$ cat src/design/adm_pkg.sv
// Shared constants, types and functions of the audio DAC mode control block
package adm_pkg;

    // Control word layout
    localparam int CW_BITS = 16;
    localparam int SEL_LO = 9;
    localparam int SEL_HI = 10;
    localparam logic [1:0] SEL_RIGHT_GAIN = 2'h1;
    localparam logic [1:0] SEL_PLAYBACK = 2'h2;
    localparam logic [1:0] SEL_FORMAT = 2'h3;

    // Right attenuation register fields
    localparam int GAIN_CODE_LO = 0;
    localparam int GAIN_COMMIT_BIT = 8;
    localparam logic [7:0] GAIN_MUTE = 8'h00;
    localparam logic [7:0] GAIN_UNITY = 8'hFF;
    localparam logic [7:0] RIGHT_GAIN_RESET = 8'hFF;

    // Playback control register fields
    localparam int PB_MUTE_BIT = 0;
    localparam int PB_DEEMPH_BIT = 1;
    localparam int PB_FORCE_BIT = 2;
    localparam int PB_WLEN_LO = 3;
    localparam int PB_LROUTE_LO = 5;
    localparam int PB_RROUTE_LO = 7;
    localparam logic [8:0] PB_RESET = 9'h120;

    // Format and clock register fields
    localparam int FC_I2S_BIT = 0;
    localparam int FC_POL_BIT = 1;
    localparam int FC_COMMON_BIT = 2;
    localparam int FC_SYSCLK_BIT = 3;
    localparam int FC_RATE_MUL_LO = 4;
    localparam int FC_FAMILY_LO = 6;
    localparam int FC_ZDET_BIT = 8;
    localparam logic [8:0] FC_RESET = 9'h000;

    // Timing
    localparam int CLK_PERIOD_NS = 20;
    localparam int ZERO_RUN_DEFAULT = 65536;
    localparam int RAMP_STEP_NS = 1000;
    localparam int RAMP_STEP_CYCLES = (RAMP_STEP_NS + CLK_PERIOD_NS - 1)
                                      / CLK_PERIOD_NS;

    typedef enum logic [1:0] {
        SRC_MUTE,
        SRC_RIGHT,
        SRC_LEFT,
        SRC_AVG
    } adm_src_e;

    // Gain of code over 255, rounded
    function automatic logic [7:0] adm_scale(input logic [7:0] a,
                                             input logic [7:0] b);
        logic [15:0] prod;
        prod = 16'(a) * 16'(b) + 16'h007F;
        return 8'(prod / 16'h00FF);
    endfunction

    // Two routing bits, first bit is the high one
    function automatic adm_src_e adm_route(input logic first,
                                           input logic second);
        return adm_src_e'({first, second});
    endfunction

endpackage

$ cat src/design/adm_word_if.sv
// Carrier of latched control words between receiver and register bank
`timescale 1ns/1ps
`default_nettype none
interface adm_word_if;
    logic [15:0] word;
    logic valid;
    modport rx (output word, output valid);
    modport bank (input word, input valid);
endinterface
`default_nettype wire

$ cat src/design/adm_serial_rx.sv
// Three-wire control port receiver: shifts 16 bits, hands over on latch
`timescale 1ns/1ps
`default_nettype none
module adm_serial_rx
    import adm_pkg::*;
(
    input wire logic ref_clk,
    input wire logic srst,
    input wire logic ctrl_bit_clock,
    input wire logic ctrl_serial_data,
    input wire logic ctrl_latch,
    adm_word_if.rx wr
);
    logic [1:0] clk_s_r;
    logic [1:0] dat_s_r;
    logic [1:0] lat_s_r;
    logic clk_d_r;
    logic lat_d_r;
    logic [15:0] shift_r, shift_nxt;
    logic [15:0] word_r, word_nxt;
    logic valid_r, valid_nxt;

    always_ff @(posedge ref_clk) begin
        clk_s_r <= {clk_s_r[0], ctrl_bit_clock};
        dat_s_r <= {dat_s_r[0], ctrl_serial_data};
        lat_s_r <= {lat_s_r[0], ctrl_latch};
    end

    ////////////////////////////////////////////////////////////////////
    always_comb begin
        shift_nxt = shift_r;
        word_nxt = word_r;
        valid_nxt = 1'b0;
        if (clk_s_r[1] && !clk_d_r) begin
            shift_nxt = {shift_r[14:0], dat_s_r[1]};
        end
        if (lat_s_r[1] && !lat_d_r) begin
            word_nxt = shift_r;
            valid_nxt = 1'b1;
        end
    end

    always_ff @(posedge ref_clk) begin
        if (srst) begin
            clk_d_r <= 1'b0;
            lat_d_r <= 1'b0;
            shift_r <= 16'h0000;
            word_r <= 16'h0000;
            valid_r <= 1'b0;
        end else begin
            clk_d_r <= clk_s_r[1];
            lat_d_r <= lat_s_r[1];
            shift_r <= shift_nxt;
            word_r <= word_nxt;
            valid_r <= valid_nxt;
        end
    end

    assign wr.word = word_r;
    assign wr.valid = valid_r;
endmodule
`default_nettype wire

$ cat src/design/adm_zero_detect.sv
// Counts bit clock cycles of continuous zero audio input
`timescale 1ns/1ps
`default_nettype none
module adm_zero_detect
    import adm_pkg::*;
#(
    parameter int ZERO_RUN = ZERO_RUN_DEFAULT
) (
    input wire logic ref_clk,
    input wire logic srst,
    input wire logic audio_bit_clock,
    input wire logic audio_serial_data,
    output logic zero_found
);
    localparam int CW = $clog2(ZERO_RUN + 1);
    localparam logic [CW-1:0] RUN_END = CW'(ZERO_RUN);

    logic [1:0] bck_s_r;
    logic [1:0] dat_s_r;
    logic bck_d_r;
    logic [CW-1:0] run_r, run_nxt;
    logic found_r, found_nxt;

    always_ff @(posedge ref_clk) begin
        bck_s_r <= {bck_s_r[0], audio_bit_clock};
        dat_s_r <= {dat_s_r[0], audio_serial_data};
    end

    always_comb begin
        run_nxt = run_r;
        if (bck_s_r[1] && !bck_d_r) begin
            if (dat_s_r[1]) begin
                run_nxt = '0;
            end else if (run_r != RUN_END) begin
                run_nxt = run_r + CW'(1);
            end
        end
        found_nxt = (run_nxt == RUN_END);
    end

    always_ff @(posedge ref_clk) begin
        if (srst) begin
            bck_d_r <= 1'b0;
            run_r <= '0;
            found_r <= 1'b0;
        end else begin
            bck_d_r <= bck_s_r[1];
            run_r <= run_nxt;
            found_r <= found_nxt;
        end
    end

    assign zero_found = found_r;
endmodule
`default_nettype wire

$ cat src/design/adm_control.sv
// Program register bank and mode control of the stereo audio DAC
`timescale 1ns/1ps
`default_nettype none
module adm_control
    import adm_pkg::*;
#(
    parameter int ZERO_RUN_CYCLES = ZERO_RUN_DEFAULT,
    parameter int RAMP_CYCLES = RAMP_STEP_CYCLES
) (
    input wire logic ref_clk,
    input wire logic srst,
    input wire logic reset_pin_n,
    input wire logic ctrl_bit_clock,
    input wire logic ctrl_serial_data,
    input wire logic ctrl_latch,
    input wire logic audio_bit_clock,
    input wire logic audio_word_clock,
    input wire logic audio_serial_data,
    input wire logic [7:0] left_gain_code,
    output logic [7:0] right_gain_code,
    output logic [7:0] left_gain_level,
    output logic [7:0] right_gain_level,
    output logic soft_mute_active,
    output logic deemph_enable,
    output logic [1:0] word_length_sel,
    output adm_src_e left_route,
    output adm_src_e right_route,
    output logic serial_format_i2s,
    output logic word_clock_polarity,
    output logic left_channel_phase,
    output logic common_gain_sel,
    output logic sysclk_ratio_sel,
    output logic [1:0] rate_multiple_sel,
    output logic [1:0] rate_family_sel,
    output logic zero_detect_enable,
    output logic zero_input_found,
    output logic midscale_output,
    output logic modulator_connect
);
    localparam int RCW = $clog2(RAMP_CYCLES + 1);
    localparam logic [RCW-1:0] RAMP_LAST = RCW'(RAMP_CYCLES - 1);

    adm_word_if wif ();

    logic [1:0] pin_s_r;
    logic [1:0] wck_s_r;
    logic pin_run;
    logic zero_found;

    logic [7:0] gain_store_r, gain_store_nxt;
    logic [7:0] gain_act_r, gain_act_nxt;
    logic [8:0] pb_r, pb_nxt;
    logic [8:0] fc_r, fc_nxt;
    logic [7:0] ramp_r, ramp_nxt;
    logic [RCW-1:0] tick_r, tick_nxt;
    logic [7:0] lvl_l_r, lvl_l_nxt;
    logic [7:0] lvl_r_r, lvl_r_nxt;
    logic [7:0] right_sel_code;
    logic mid_r, mid_nxt;
    logic phase_r, phase_nxt;
    logic [1:0] sel;

    ////////////////////////////////////////////////////////////////////
    adm_serial_rx u_rx (
        .ref_clk(ref_clk),
        .srst(srst),
        .ctrl_bit_clock(ctrl_bit_clock),
        .ctrl_serial_data(ctrl_serial_data),
        .ctrl_latch(ctrl_latch),
        .wr(wif.rx)
    );

    adm_zero_detect #(
        .ZERO_RUN(ZERO_RUN_CYCLES)
    ) u_zero (
        .ref_clk(ref_clk),
        .srst(srst),
        .audio_bit_clock(audio_bit_clock),
        .audio_serial_data(audio_serial_data),
        .zero_found(zero_found)
    );

    always_ff @(posedge ref_clk) begin
        pin_s_r <= {pin_s_r[0], reset_pin_n};
        wck_s_r <= {wck_s_r[0], audio_word_clock};
    end

    assign pin_run = pin_s_r[1];
    assign sel = wif.word[SEL_HI:SEL_LO];

    ////////////////////////////////////////////////////////////////////
    // Register bank
    always_comb begin
        gain_store_nxt = gain_store_r;
        gain_act_nxt = gain_act_r;
        pb_nxt = pb_r;
        fc_nxt = fc_r;
        if (!pin_run) begin
            gain_store_nxt = RIGHT_GAIN_RESET;
            gain_act_nxt = RIGHT_GAIN_RESET;
            pb_nxt = PB_RESET;
            fc_nxt = FC_RESET;
        end else if (wif.valid) begin
            if (sel == SEL_RIGHT_GAIN) begin
                gain_store_nxt = wif.word[GAIN_CODE_LO +: 8];
                if (wif.word[GAIN_COMMIT_BIT]) begin
                    gain_act_nxt = wif.word[GAIN_CODE_LO +: 8];
                end
            end else if (sel == SEL_PLAYBACK) begin
                pb_nxt = wif.word[8:0];
            end else if (sel == SEL_FORMAT) begin
                fc_nxt = wif.word[8:0];
            end
        end
    end

    always_ff @(posedge ref_clk) begin
        if (srst) begin
            gain_store_r <= RIGHT_GAIN_RESET;
            gain_act_r <= RIGHT_GAIN_RESET;
            pb_r <= PB_RESET;
            fc_r <= FC_RESET;
        end else begin
            gain_store_r <= gain_store_nxt;
            gain_act_r <= gain_act_nxt;
            pb_r <= pb_nxt;
            fc_r <= fc_nxt;
        end
    end

    ////////////////////////////////////////////////////////////////////
    // Soft mute ramp and gain levels
    always_comb begin
        ramp_nxt = ramp_r;
        tick_nxt = tick_r;
        if (tick_r == RAMP_LAST) begin
            tick_nxt = '0;
            if (pb_r[PB_MUTE_BIT] && ramp_r != GAIN_MUTE) begin
                ramp_nxt = ramp_r - 8'h01;
            end else if (!pb_r[PB_MUTE_BIT] && ramp_r != GAIN_UNITY) begin
                ramp_nxt = ramp_r + 8'h01;
            end
        end else begin
            tick_nxt = tick_r + RCW'(1);
        end
        right_sel_code = fc_r[FC_COMMON_BIT] ? left_gain_code : gain_act_r;
        lvl_l_nxt = adm_scale(left_gain_code, ramp_r);
        lvl_r_nxt = adm_scale(right_sel_code, ramp_r);
    end

    always_ff @(posedge ref_clk) begin
        if (srst) begin
            ramp_r <= GAIN_UNITY;
            tick_r <= '0;
            lvl_l_r <= GAIN_UNITY;
            lvl_r_r <= GAIN_UNITY;
        end else begin
            ramp_r <= ramp_nxt;
            tick_r <= tick_nxt;
            lvl_l_r <= lvl_l_nxt;
            lvl_r_r <= lvl_r_nxt;
        end
    end

    ////////////////////////////////////////////////////////////////////
    // Output state
    always_comb begin
        mid_nxt = !pin_run || pb_r[PB_FORCE_BIT]
                  || (fc_r[FC_ZDET_BIT] && zero_found);
        // high phase is left unless swapped
        phase_nxt = wck_s_r[1] ^ fc_r[FC_POL_BIT];
    end

    always_ff @(posedge ref_clk) begin
        if (srst) begin
            mid_r <= 1'b1;
            phase_r <= 1'b0;
        end else begin
            mid_r <= mid_nxt;
            phase_r <= phase_nxt;
        end
    end

    assign right_gain_code = gain_act_r;
    assign left_gain_level = lvl_l_r;
    assign right_gain_level = lvl_r_r;
    assign soft_mute_active = pb_r[PB_MUTE_BIT];
    assign deemph_enable = pb_r[PB_DEEMPH_BIT];
    assign word_length_sel = pb_r[PB_WLEN_LO +: 2];
    assign left_route = adm_route(pb_r[PB_LROUTE_LO], pb_r[PB_LROUTE_LO+1]);
    assign right_route = adm_route(pb_r[PB_RROUTE_LO], pb_r[PB_RROUTE_LO+1]);
    assign serial_format_i2s = fc_r[FC_I2S_BIT];
    assign word_clock_polarity = fc_r[FC_POL_BIT];
    assign left_channel_phase = phase_r;
    assign common_gain_sel = fc_r[FC_COMMON_BIT];
    assign sysclk_ratio_sel = fc_r[FC_SYSCLK_BIT];
    assign rate_multiple_sel = fc_r[FC_RATE_MUL_LO +: 2];
    assign rate_family_sel = fc_r[FC_FAMILY_LO +: 2];
    assign zero_detect_enable = fc_r[FC_ZDET_BIT];
    assign zero_input_found = zero_found;
    assign midscale_output = mid_r;
    assign modulator_connect = !mid_r;
endmodule
`default_nettype wire

$ cat config.mk
export PLATFORM = sky130hd
export DESIGN_NAME = adm_control
export DESIGN_NICKNAME = d
export VERILOG_FILES = /design/src/design/adm_pkg.sv /design/src/design/adm_word_if.sv /design/src/design/adm_serial_rx.sv /design/src/design/adm_zero_detect.sv /design/src/design/adm_control.sv
export SDC_FILE = /design/constraint.sdc
export NUM_CORES = 1
export LEC_CHECK = 0
export ABC_AREA = 1
export ABC_CLOCK_PERIOD_IN_PS = 10900
export BUFFER_PORTS_ARGS = -buffer_cell sky130_fd_sc_hd__buf_2
export CELL_PAD_IN_SITES_DETAIL_PLACEMENT = 1
export CELL_PAD_IN_SITES_GLOBAL_PLACEMENT = 2
export CORE_AREA = 3 3 201 203
export CTS_CLUSTER_DIAMETER = 80
export DETAILED_ROUTE_END_ITERATION = 10
export DIE_AREA = 0 0 204 206
export GPL_TIMING_DRIVEN = 0
export PLACE_DENSITY = 0.78
export SYNTH_ARGS = -nofsm -noshare
export SYNTH_HDL_FRONTEND = slang
export SYNTH_SLANG_ARGS = --single-unit
$ cat constraint.sdc
create_clock -name ref_clk -period 10.9 [get_ports ref_clk]
set_input_delay 2.18 -clock ref_clk [delete_from_list [all_inputs] [get_ports ref_clk]]
set_output_delay 2.18 -clock ref_clk [all_outputs]
set_load 0.02 [all_outputs]
# After elaboration in Yosys (flattened, before gate mapping)
# Cells that the tools add are included.
# totals
output_inout_bits	45
word_cells	74
inputBits	17
reg_bits	116
# classes
n_mux	7
n_bitwise	4
reduce_logical	22
addsub	6
eq_ne	7
n_mul	2
div_mod_pow	2
# op_table
cell	count
$mux 17	3
$add 16x7->16 const B	2
$div 16x8->16 const B	2
$mul 8x8->16	2
$mux 8	3
$add 17x1->17 const B	1
$eq 17x17->1 const B	1
$ne 17x17->1 const B	1
$add 8x1->8 const B	1
$ne 8x8->1 const B	1
$reduce_bool 8->1	1
$sub 8x1->8 const B	1
$add 6x1->6 const B	1
$eq 6x6->1 const B	1
$logic_and 1x1->1	6
$logic_not 1->1	6
$reduce_and 3->1	2
$eq 2x2->1 const B	2
$reduce_and 4->1	1
$reduce_or 2->1	2
$not 1->1	3
$eq 2x1->1 const B	1
$logic_or 1x1->1	2
$reduce_and 2->1	1
other kinds (3)	3

# Longest topological paths before layout
# Gate-level depths: netlist (run 1).
# depth
word_depth	5
ltp_mapped	71
mapped_depth_nobuf	69

# Modules after synthesis
# Synthesis (run 1) repeated with hierarchy kept, for this count alone.
# unflattened
cells_unflattened	2223
hier_area_um2	13999.7
# by_module_without_submodules
mod	n_inst	seq_area_each_um2	cells_each	area_each_um2
adm_control	1	1241.2	1792	11085.6
adm_serial_rx	1	820.8	207	1534.0
adm_zero_detect	1	460.4	224	1380.1

# Worst setup path before layout (run 1)
# No wires, ideal clock.
# synth_timing
path_type	input -> register
startpoint	input left_gain_code[1]
endpoint	register lvl_r_r[0], in the netlist right_gain_level[0]
arrival_ns	10.159
stages	65
t_required_ns	10.787
setup_slack_ns	0.628
setup_ns	0.113
n_path_buf	3
cell_sequence	clkbuf_1 or2_2 o21ai_0 inv_1 nand2_1 fa_1 fa_1 inv_1 fa_1 inv_1 fa_1 inv_1 ha_1 nand2_1 inv_1 a21oi_1 nand2_1 nand2_1 [29 not listed] inv_2 nand2_2 nor2_1 nand2_2 nand2_2 nand2_1 nand2_1 inv_1 ha_1 nand3_2 nor2_2 nand3_1 and2_1 buf_2 nand3_1 nand3_1 nor2_1 nand2_1
# synth_via
elab_chain_cells	4
# synth_rtl
item	line_no	rtl
start: declaration	adm_control.sv:19	input wire logic [7:0] left_gain_code,
$mux 8	adm_control.sv:146	right_sel_code = fc_r[FC_COMMON_BIT] ? left_gain_code : gain_act_r;
$mul 8x8->16	adm_pkg.sv:56	prod = 16'(a) * 16'(b) + 16'h007F;
$add 16x7->16	adm_pkg.sv:56	
$div 16x8->16	adm_pkg.sv:57	return 8'(prod / 16'h00FF);
end signal: assignment	adm_control.sv:161	lvl_r_r <= lvl_r_nxt;
end: declaration	adm_control.sv:57	logic [7:0] lvl_r_r, lvl_r_nxt;
# No other way between the ends.
# A chain may end at the register's enable or synchronous reset.

# Final worst setup path (run 1)
# layout_timing
startpoint	input left_gain_code[6]
endpoint	register lvl_r_r[0], in the netlist right_gain_level[0]
# Same word-level chain as after synthesis.

==> flow_summary.json, run 1 <==
{
  "synthMuxAreaShare": 0.000743,
  "synth_top_area_frac": 0.172,
  "cpMostUsedCell": "nand2_1",
  "worst_setup_path_end_kind": "flip-flop",
  "cts_tree": "built",
  "initial_core_util": 0.349,
  "period_minus_slack_ns": 10.29,
  "setup_viol": 0,
  "rows": 72,
  "synth_edf_count": 0,
  "synth_top_family_by_area": "simple AND/OR/NAND/NOR gates",
  "cts_root_buf": "clkbuf_16",
  "synth_compound_area_frac": 0.0782,
  "ys_seq_area_frac": 0.172,
  "final_net_count": 2412,
  "ys_top_cells_by_area": "dfxtp_1, nand2_1, fa_1",
  "tightestPinTransition_ns": 1.14,
  "grt_max_degree": 17,
  "dr.pass1.iters": 4,
  "port_buffers": 52,
  "slew_headroom": 0.229,
  "syn-num-nets": 2301,
  "via_per_inst": 4.76,
  "finalHoldViolCount": 0,
  "avgRoutedWirePerCell_um": 14.3,
  "cts-hold-fix-buffers": 0,
  "final_common_cell": "nand2_1",
  "wirelength_mm": 39.5,
  "min_from": "u_rx.lat_s_r[0]",
  "clk_pin_slew_ns": 0.06,
  "synth_xor_area_frac": 0.0180,
  "critPathKind": "input port to flip-flop",
  "coreArea_um2": 38600,
  "yosys_warnings": 0,
  "min_period_over_period": 0.944,
  "drive_gt1_frac": 0.178,
  "antenna_found_initial": 0,
  "fillers": 5063,
  "status": "complete, no violations",
  "fp.dieH_um": 206,
  "critPathLaunch": "left_gain_code[6]",
  "drtAntennaViolNets": 0,
  "dp_hpwl_mm": 31.6,
  "overflow": 0,
  "die_area_um2": 42000,
  "worstPathRequired_ns": 11.29,
  "max-cap-violations": 0,
  "syn-mean-instance-area_um2": 6.37,
  "synth-main-ff-cell": "dfxtp_1",
  "ys_seq_elements": 116,
  "crit_path_start_kind": "input port",
  "r2r_start": "fc_r[2]",
  "crit_family": "simple AND/OR/NAND/NOR gates",
  "yosys.area.top_type": "dfxtp_1",
  "drc": 0,
  "fin_worst_skew_ns": 0.0137,
  "post-route-util": 0.412,
  "cts.sinks": 116,
  "synthCells": 2114,
  "cp_max_fo": 10,
  "place_ws_ns": -1.14,
  "boundaryPins": 62,
  "synthAdderAreaFrac": 0.205,
  "gp_congestion": 0.797,
  "via_count": 13100,
  "synth-simple-area-share": 0.389,
  "insertedDiodeCount": 0,
  "crit_arrival_ns": 10.68,
  "areaGrowthSynthToFinish_pct": 18.2,
  "slew_viol_final": 0,
  "critical_path_buf_inv_count": 8,
  "grt_use_total": 0.192,
  "timing.final.ws_setup_ns": 0.605,
  "cts_buffers": 17,
  "grt_pass1_vias": 13700,
  "clock_insertion_delay_worst_skew_ns": 0.46,
  "worst_path_max_delay_cell": "fa_1",
  "grt_pass1_wl_mm": 66.7,
  "worstHoldPathType": "flip-flop to flip-flop",
  "clockBufferDepth": 2,
  "cpPeakStageDelay_ns": 0.55,
  "htreeDepth": 4,
  "async_reset_ff_frac": 0,
  "fp.dieW_um": 204,
  "clock.fmax_mhz": 97.1,
  "drtIter0Drc": 413,
  "layout_common_cells": "nand2_1, inv_1, nor2_1, nand3_1, dfxtp_1",
  "netlist_area_um2": 13500,
  "yosysUniqueCellTypes": 54
}
## final timing paths
| path | endpoint | slack (ns) | depth (start not counted) |
|---|---|---|---|
| max | right_gain_level[0] | 0.61 | 64 |
| min | u_rx.lat_s_r[1] | 0.33 | 0 |
| max reg2reg | right_gain_level[0] | 0.94 | 65 |
| min reg2reg | u_rx.lat_s_r[1] | 0.33 | 0 |
## metrics by stage
step                      hold slack, ns  std cells  setup TNS (ns)  cell area, µm²
after detailed placement           0.314       2684           -2.70           14400
after CTS                          0.328       2717               0           15100
after global placement             0.310       2684           -2.02           14400
final                              0.328       2755               0           15900
after global routing               0.333       2755          -0.278           15900
after floorplan                    0.310       2114               0           13500
## cell families (layout without fill, tap and decap cells)
group	count (synthesis)	in the layout
simple gates	1137	1138
buf+inv	479	601
compound gates	185	185
fa+ha+maj	170	170
flops	116	116
xor+xnor	26	26
mux	1	1
## cell type report
type                            instances  area [µm²]  share of cell area
Buffer                                 42         221              0.0139
Tap cell                              518         648              0.0407
Inverter                              437        1650               0.104
Clock inverter                         14         176              0.0111
Timing Repair Buffer                   91         557              0.0350
Multi-Input combinational cell       1520        9920               0.623
Clock buffer                           17         425              0.0267
Sequential cell                       116        2320               0.146
## state kept, by name, summed over array words and instances, names as in the netlist, 6 cells and up
signal,flops
fc_r,9
pb_r,9
u_rx.shift_r,11
right_gain_code,8
u_rx.wr.word,11
left_gain_level,8
u_zero.run_r,17
tick_r,6
right_gain_level,8
ramp_r,8
## repair_timing
action                     CTS  global route
setup buffers                2            37
setup endpoints to repair    2             4
cloned                       0             1
pin swaps                    1            45
resized for setup           29           146
## routing by layer
layer	global-route usage	wire, µm	vias up
li1	-	-	6748
met5	0	0	-
met3	0.0200	679	34
met1	0.252	19000	6240
met2	0.337	19100	100
met4	0.0489	619	0
## cell usage after synthesis (all sizes together) (7+ instances only)
master,count
nor4,10
nand4,42
nand2,604
nor3,20
xor2,17
ha,85
o21bai,7
xnor2,9
nor2,268
dfxtp,116
inv,432
a21oi,53
or2,12
fa,85
o211ai,8
o21ai,102
buf,9
nand3,171
clkbuf,33
Power of run 1 is not shown: default switching activity piles up to over one toggle a cycle in this logic, so the estimate is an artifact.
==> run 2, diff against run 1 <==
RECOVER_POWER = 50   (was not set)
==> run 2 against run 1 <==
Non-clock buffer count is the same; via count is essentially flat; final cell count is the same; hold slack lost 0.0021 ns; sequential share of layout area is essentially flat; routed wire length is essentially flat; core utilization shrank 0.12 points; global-route usage is the same; clock-buffer cell count is the same; cell area shrank 0.29%; register-to-register slack is essentially flat; critical path type unchanged.
==> flow_summary.json, run 2 (same netlist as run 1, synthesis figures left out) <==
{
  "cts_tree": "built",
  "final_net_count": 2412,
  "rows": 72,
  "gp_congestion": 0.797,
  "avgRoutedWirePerCell_um": 14.3,
  "worst_path_max_delay_cell": "fa_1",
  "grt_pass1_vias": 13700,
  "clock_insertion_delay_worst_skew_ns": 0.46,
  "port_buffers": 52,
  "tightestPinTransition_ns": 1.14,
  "boundaryPins": 62,
  "cts_root_buf": "clkbuf_16",
  "drive_gt1_frac": 0.162,
  "crit_path_start_kind": "input port",
  "htreeDepth": 4,
  "setup_viol": 0,
  "max-cap-violations": 0,
  "coreArea_um2": 38600,
  "final_common_cell": "nand2_1",
  "grt_use_total": 0.192,
  "cts_buffers": 17,
  "dr.pass1.iters": 4,
  "via_count": 13100,
  "grt_max_degree": 17,
  "seq_area_um2": 2320,
  "antenna_found_initial": 0,
  "insertedDiodeCount": 0,
  "clock.fmax_mhz": 97.0,
  "timing.final.ws_setup_ns": 0.593,
  "min_period_over_period": 0.946,
  "via_per_inst": 4.76,
  "clk_pin_slew_ns": 0.06,
  "fp.dieW_um": 204,
  "critPathKind": "input port to flip-flop",
  "cts-hold-fix-buffers": 0,
  "finalHoldViolCount": 0,
  "crit_arrival_ns": 10.70,
  "worstPathRequired_ns": 11.29,
  "cpPeakStageDelay_ns": 0.55,
  "initial_core_util": 0.349,
  "worstHoldPathType": "flip-flop to flip-flop",
  "dp_hpwl_mm": 31.6,
  "fp.dieH_um": 206,
  "layout_common_cells": "nand2_1, inv_1, nor2_1, nand3_1, dfxtp_1",
  "cp_max_fo": 10,
  "cts.sinks": 116,
  "drtAntennaViolNets": 0,
  "fin_worst_skew_ns": 0.0145,
  "grt_pass1_wl_mm": 66.7,
  "period_minus_slack_ns": 10.31,
  "largest-register": "u_zero.run_r",
  "die_area_um2": 42000,
  "place_ws_ns": -1.14,
  "tns_ns": 0,
  "wirelength_mm": 39.5,
  "cpMostUsedCell": "nand2_1",
  "largest_register_ffs": 17,
  "multi_input_area_um2": 9920,
  "overflow": 0,
  "status": "complete, no violations",
  "areaGrowthSynthToFinish_pct": 17.8,
  "fillers": 5083,
  "clockBufferDepth": 2,
  "worst_setup_path_end_kind": "flip-flop",
  "slew_viol_final": 0,
  "post-route-util": 0.411,
  "slew_headroom": 0.229,
  "drc": 0,
  "drtIter0Drc": 429
}
[run 2: cell count changes in the layout (fill, tap and decap cells not counted), sizes merged]
cell	previous run	this run
clkbuf	47	84
buf	103	66
[run 2: per-stage QoR]
stage / instances / cell area (µm²) / hold slack, ns
floorplan: 2114 / 13500 / 0.310
global placement: 2684 / 14400 / 0.310
detailed placement: 2684 / 14400 / 0.314
CTS: 2717 / 15100 / 0.328
global route: 2755 / 15900 / 0.333
finish: 2755 / 15900 / 0.326
[run 2: routing by layer]
layer | routed length [µm] | share of wire | global-route usage
met1 | 19200 | 0.48 | 0.252
met2 | 19100 | 0.48 | 0.337
met5 | 0 | 0 | 0
met3 | 623 | 0.016 | 0.0200
met4 | 650 | 0.016 | 0.0489
[run 2: cell type report]
cell class / instances / share of cell area
clock inverter: 14 / 0.0111
multi-input combinational: 1520 / 0.625
clock buffer: 17 / 0.0268
tap: 518 / 0.0408
sequential: 116 / 0.146
buffer: 42 / 0.0139
timing repair buffer: 91 / 0.0321
inverter: 437 / 0.104
[run 2: critical path, delay by kind of cell]
family | cells | cell delay [ns]
simple gates | 47 | 4.66
compound gates | 3 | 0.45
buf+inv | 8 | 0.78
fa+ha+maj | 6 | 2.59
[run 2: path summary, 6_finish.rpt]
kind	startpoint	to	slack, ns	depth (start not counted)
max	left_gain_code[6]	right_gain_level[0]	0.59	64
min	u_rx.lat_s_r[0]	u_rx.lat_s_r[1]	0.33	0
max reg2reg	fc_r[2]	right_gain_level[0]	0.93	65
min reg2reg	u_rx.lat_s_r[0]	u_rx.lat_s_r[1]	0.33	0
[run 2: what timing repair did]
action / 4_1_cts / 5_1_grt
gates resized for setup: 29 / 146
setup buffers: 2 / 37
setup endpoints to repair: 2 / 4
pin swaps: 1 / 45
gates cloned: 0 / 1
Power of run 2 is left out for the same reason.
==> run 3, diff against run 2 <==
CTS_CLUSTER_DIAMETER = 150   (was 80)
MAX_ROUTING_LAYER = met4   (was not set)
SLEW_MARGIN = 20   (was not set)
==> run 3 against run 2 <==
Cell area stayed put; non-clock buffer count stayed put; via count is 0.15% lower; critical endpoint unchanged; core utilization stayed put; fmax hardly changed; sequential share of layout area stayed put; die area stayed put; sequential cell count stayed put.
==> flow_summary.json, run 3 (same netlist as run 1, synthesis figures left out) <==
{
  "slew_viol_final": 0,
  "tns_ns": 0,
  "cts-hold-fix-buffers": 0,
  "cts_buffers": 17,
  "areaGrowthSynthToFinish_pct": 17.8,
  "rows": 72,
  "cts.sinks": 116,
  "via_per_inst": 4.75,
  "fp.dieH_um": 206,
  "tightestPinTransition_ns": 1.14,
  "largest_register_ffs": 17,
  "via_count": 13100,
  "r2r_slack_ns": 0.92,
  "drive_gt1_frac": 0.161,
  "drtIter0Drc": 435,
  "htreeDepth": 4,
  "fin_area_um2": 15900,
  "antenna_found_initial": 0,
  "overflow": 0,
  "dp_hpwl_mm": 31.6,
  "gp_congestion": 0.808,
  "grt_max_degree": 17,
  "final_net_count": 2412,
  "min_period_over_period": 0.946,
  "grt_use_total": 0.197,
  "worstHoldPathType": "flip-flop to flip-flop",
  "avgRoutedWirePerCell_um": 14.3,
  "grt_pass1_vias": 13700,
  "cp.depth": 64,
  "slew_headroom": 0.228,
  "r2r_start": "fc_r[2]",
  "post-route-util": 0.411,
  "r2r-end": "right_gain_level[0]",
  "drc": 0,
  "worst_path_max_delay_cell": "fa_1",
  "dr.pass1.iters": 4,
  "fin_worst_skew_ns": 0.0215,
  "final_common_cell": "nand2_1",
  "r2r_cells": 65,
  "coreArea_um2": 38600,
  "worst_setup_path_end_kind": "flip-flop",
  "setup_viol": 0,
  "critPathKind": "input port to flip-flop",
  "crit_arrival_ns": 10.64,
  "crit_path_end": "right_gain_level[0]",
  "crit_family": "simple AND/OR/NAND/NOR gates",
  "dpl_cell_area_um2": 14400,
  "fp.dieW_um": 204,
  "critPathLaunch": "left_gain_code[6]",
  "drtAntennaViolNets": 0,
  "cts_tree": "built",
  "port_buffers": 52,
  "clockBufferDepth": 2,
  "cpMostUsedCell": "nand2_1",
  "largest-register": "u_zero.run_r",
  "die_area_um2": 42000,
  "critical_path_buf_inv_count": 7,
  "insertedDiodeCount": 0,
  "initial_core_util": 0.349,
  "layout_common_cells": "nand2_1, inv_1, nor2_1, nand3_1, dfxtp_1",
  "crit_path_start_kind": "input port",
  "wirelength_mm": 39.5,
  "cpPeakStageDelay_ns": 0.55,
  "boundaryPins": 62,
  "worstPathRequired_ns": 11.23,
  "clk_pin_slew_ns": 0.06,
  "clock_insertion_delay_worst_skew_ns": 0.46,
  "period_minus_slack_ns": 10.31,
  "max-cap-violations": 0,
  "status": "complete, no violations",
  "finalHoldViolCount": 0,
  "clock.fmax_mhz": 97.0,
  "grt_pass1_wl_mm": 66.7,
  "cp_max_fo": 9,
  "cts_root_buf": "clkbuf_16"
}
-- run 3: cell types whose count changed in the layout (fill, tap and decap cells not counted) --
cell / change
nand2_4: +1
nand2_2: -1
nand3_1: +1
nand3_2: -1
-- run 3: timing repair --
action / CTS / global route
buffers inserted: 2 / 37
gates resized for setup: 29 / 146
pin swaps: 1 / 45
setup endpoints to repair: 2 / 4
cloned: 0 / 1
-- run 3: final cells by class --
cell class	instances	area (µm²)
Tap cell	518	648
Inverter	437	1650
Clock inverter	14	176
Fill cell	5083	22800
Buffer	42	221
Sequential cell	116	2320
Timing Repair Buffer	91	510
Multi-Input combinational cell	1520	9920
Clock buffer	17	425
-- run 3: worst min-delay path by stage --
stage | cells past startpoint | startpoint | slack [ns] | end
after global placement | 0 | wck_s_r[0] | 0.31 | wck_s_r[1]
after global routing | 0 | u_rx.lat_s_r[0] | 0.33 | u_rx.lat_s_r[1]
final | 0 | u_rx.lat_s_r[0] | 0.33 | u_rx.lat_s_r[1]
after floorplan | 0 | pin_s_r[0] | 0.31 | pin_s_r[1]
after CTS | 0 | u_zero.dat_s_r[0] | 0.33 | u_zero.dat_s_r[1]
after detailed placement | 0 | u_zero.dat_s_r[0] | 0.31 | u_zero.dat_s_r[1]
-- run 3: worst register-to-register path, delay by kind of cell (launching register included) --
kind            cells  cell delay [ns]
compound gates      3             0.45
fa+ha+maj           6             2.60
buf+inv             8             1.61
flops               1             0.36
simple gates       48             4.83
-- run 3: per-layer routing --
metal  vias up  GRT usage  wire length, µm
met5         -          -                0
met2        95      0.336            19100
met3        35     0.0235              587
li1       6748          -                -
met4         0     0.0430              554
met1      6218      0.253            19200
-- run 3: metrics by stage --
stage	hold WS (ns)	cells	setup slack (ns)
floorplan	0.310	2114	0.628
global placement	0.310	2684	-0.985
global route	0.333	2755	-0.126
detailed placement	0.314	2684	-1.14
finish	0.326	2755	0.590
CTS	0.328	2717	0.00705
Power of run 3 is left out for the same reason.
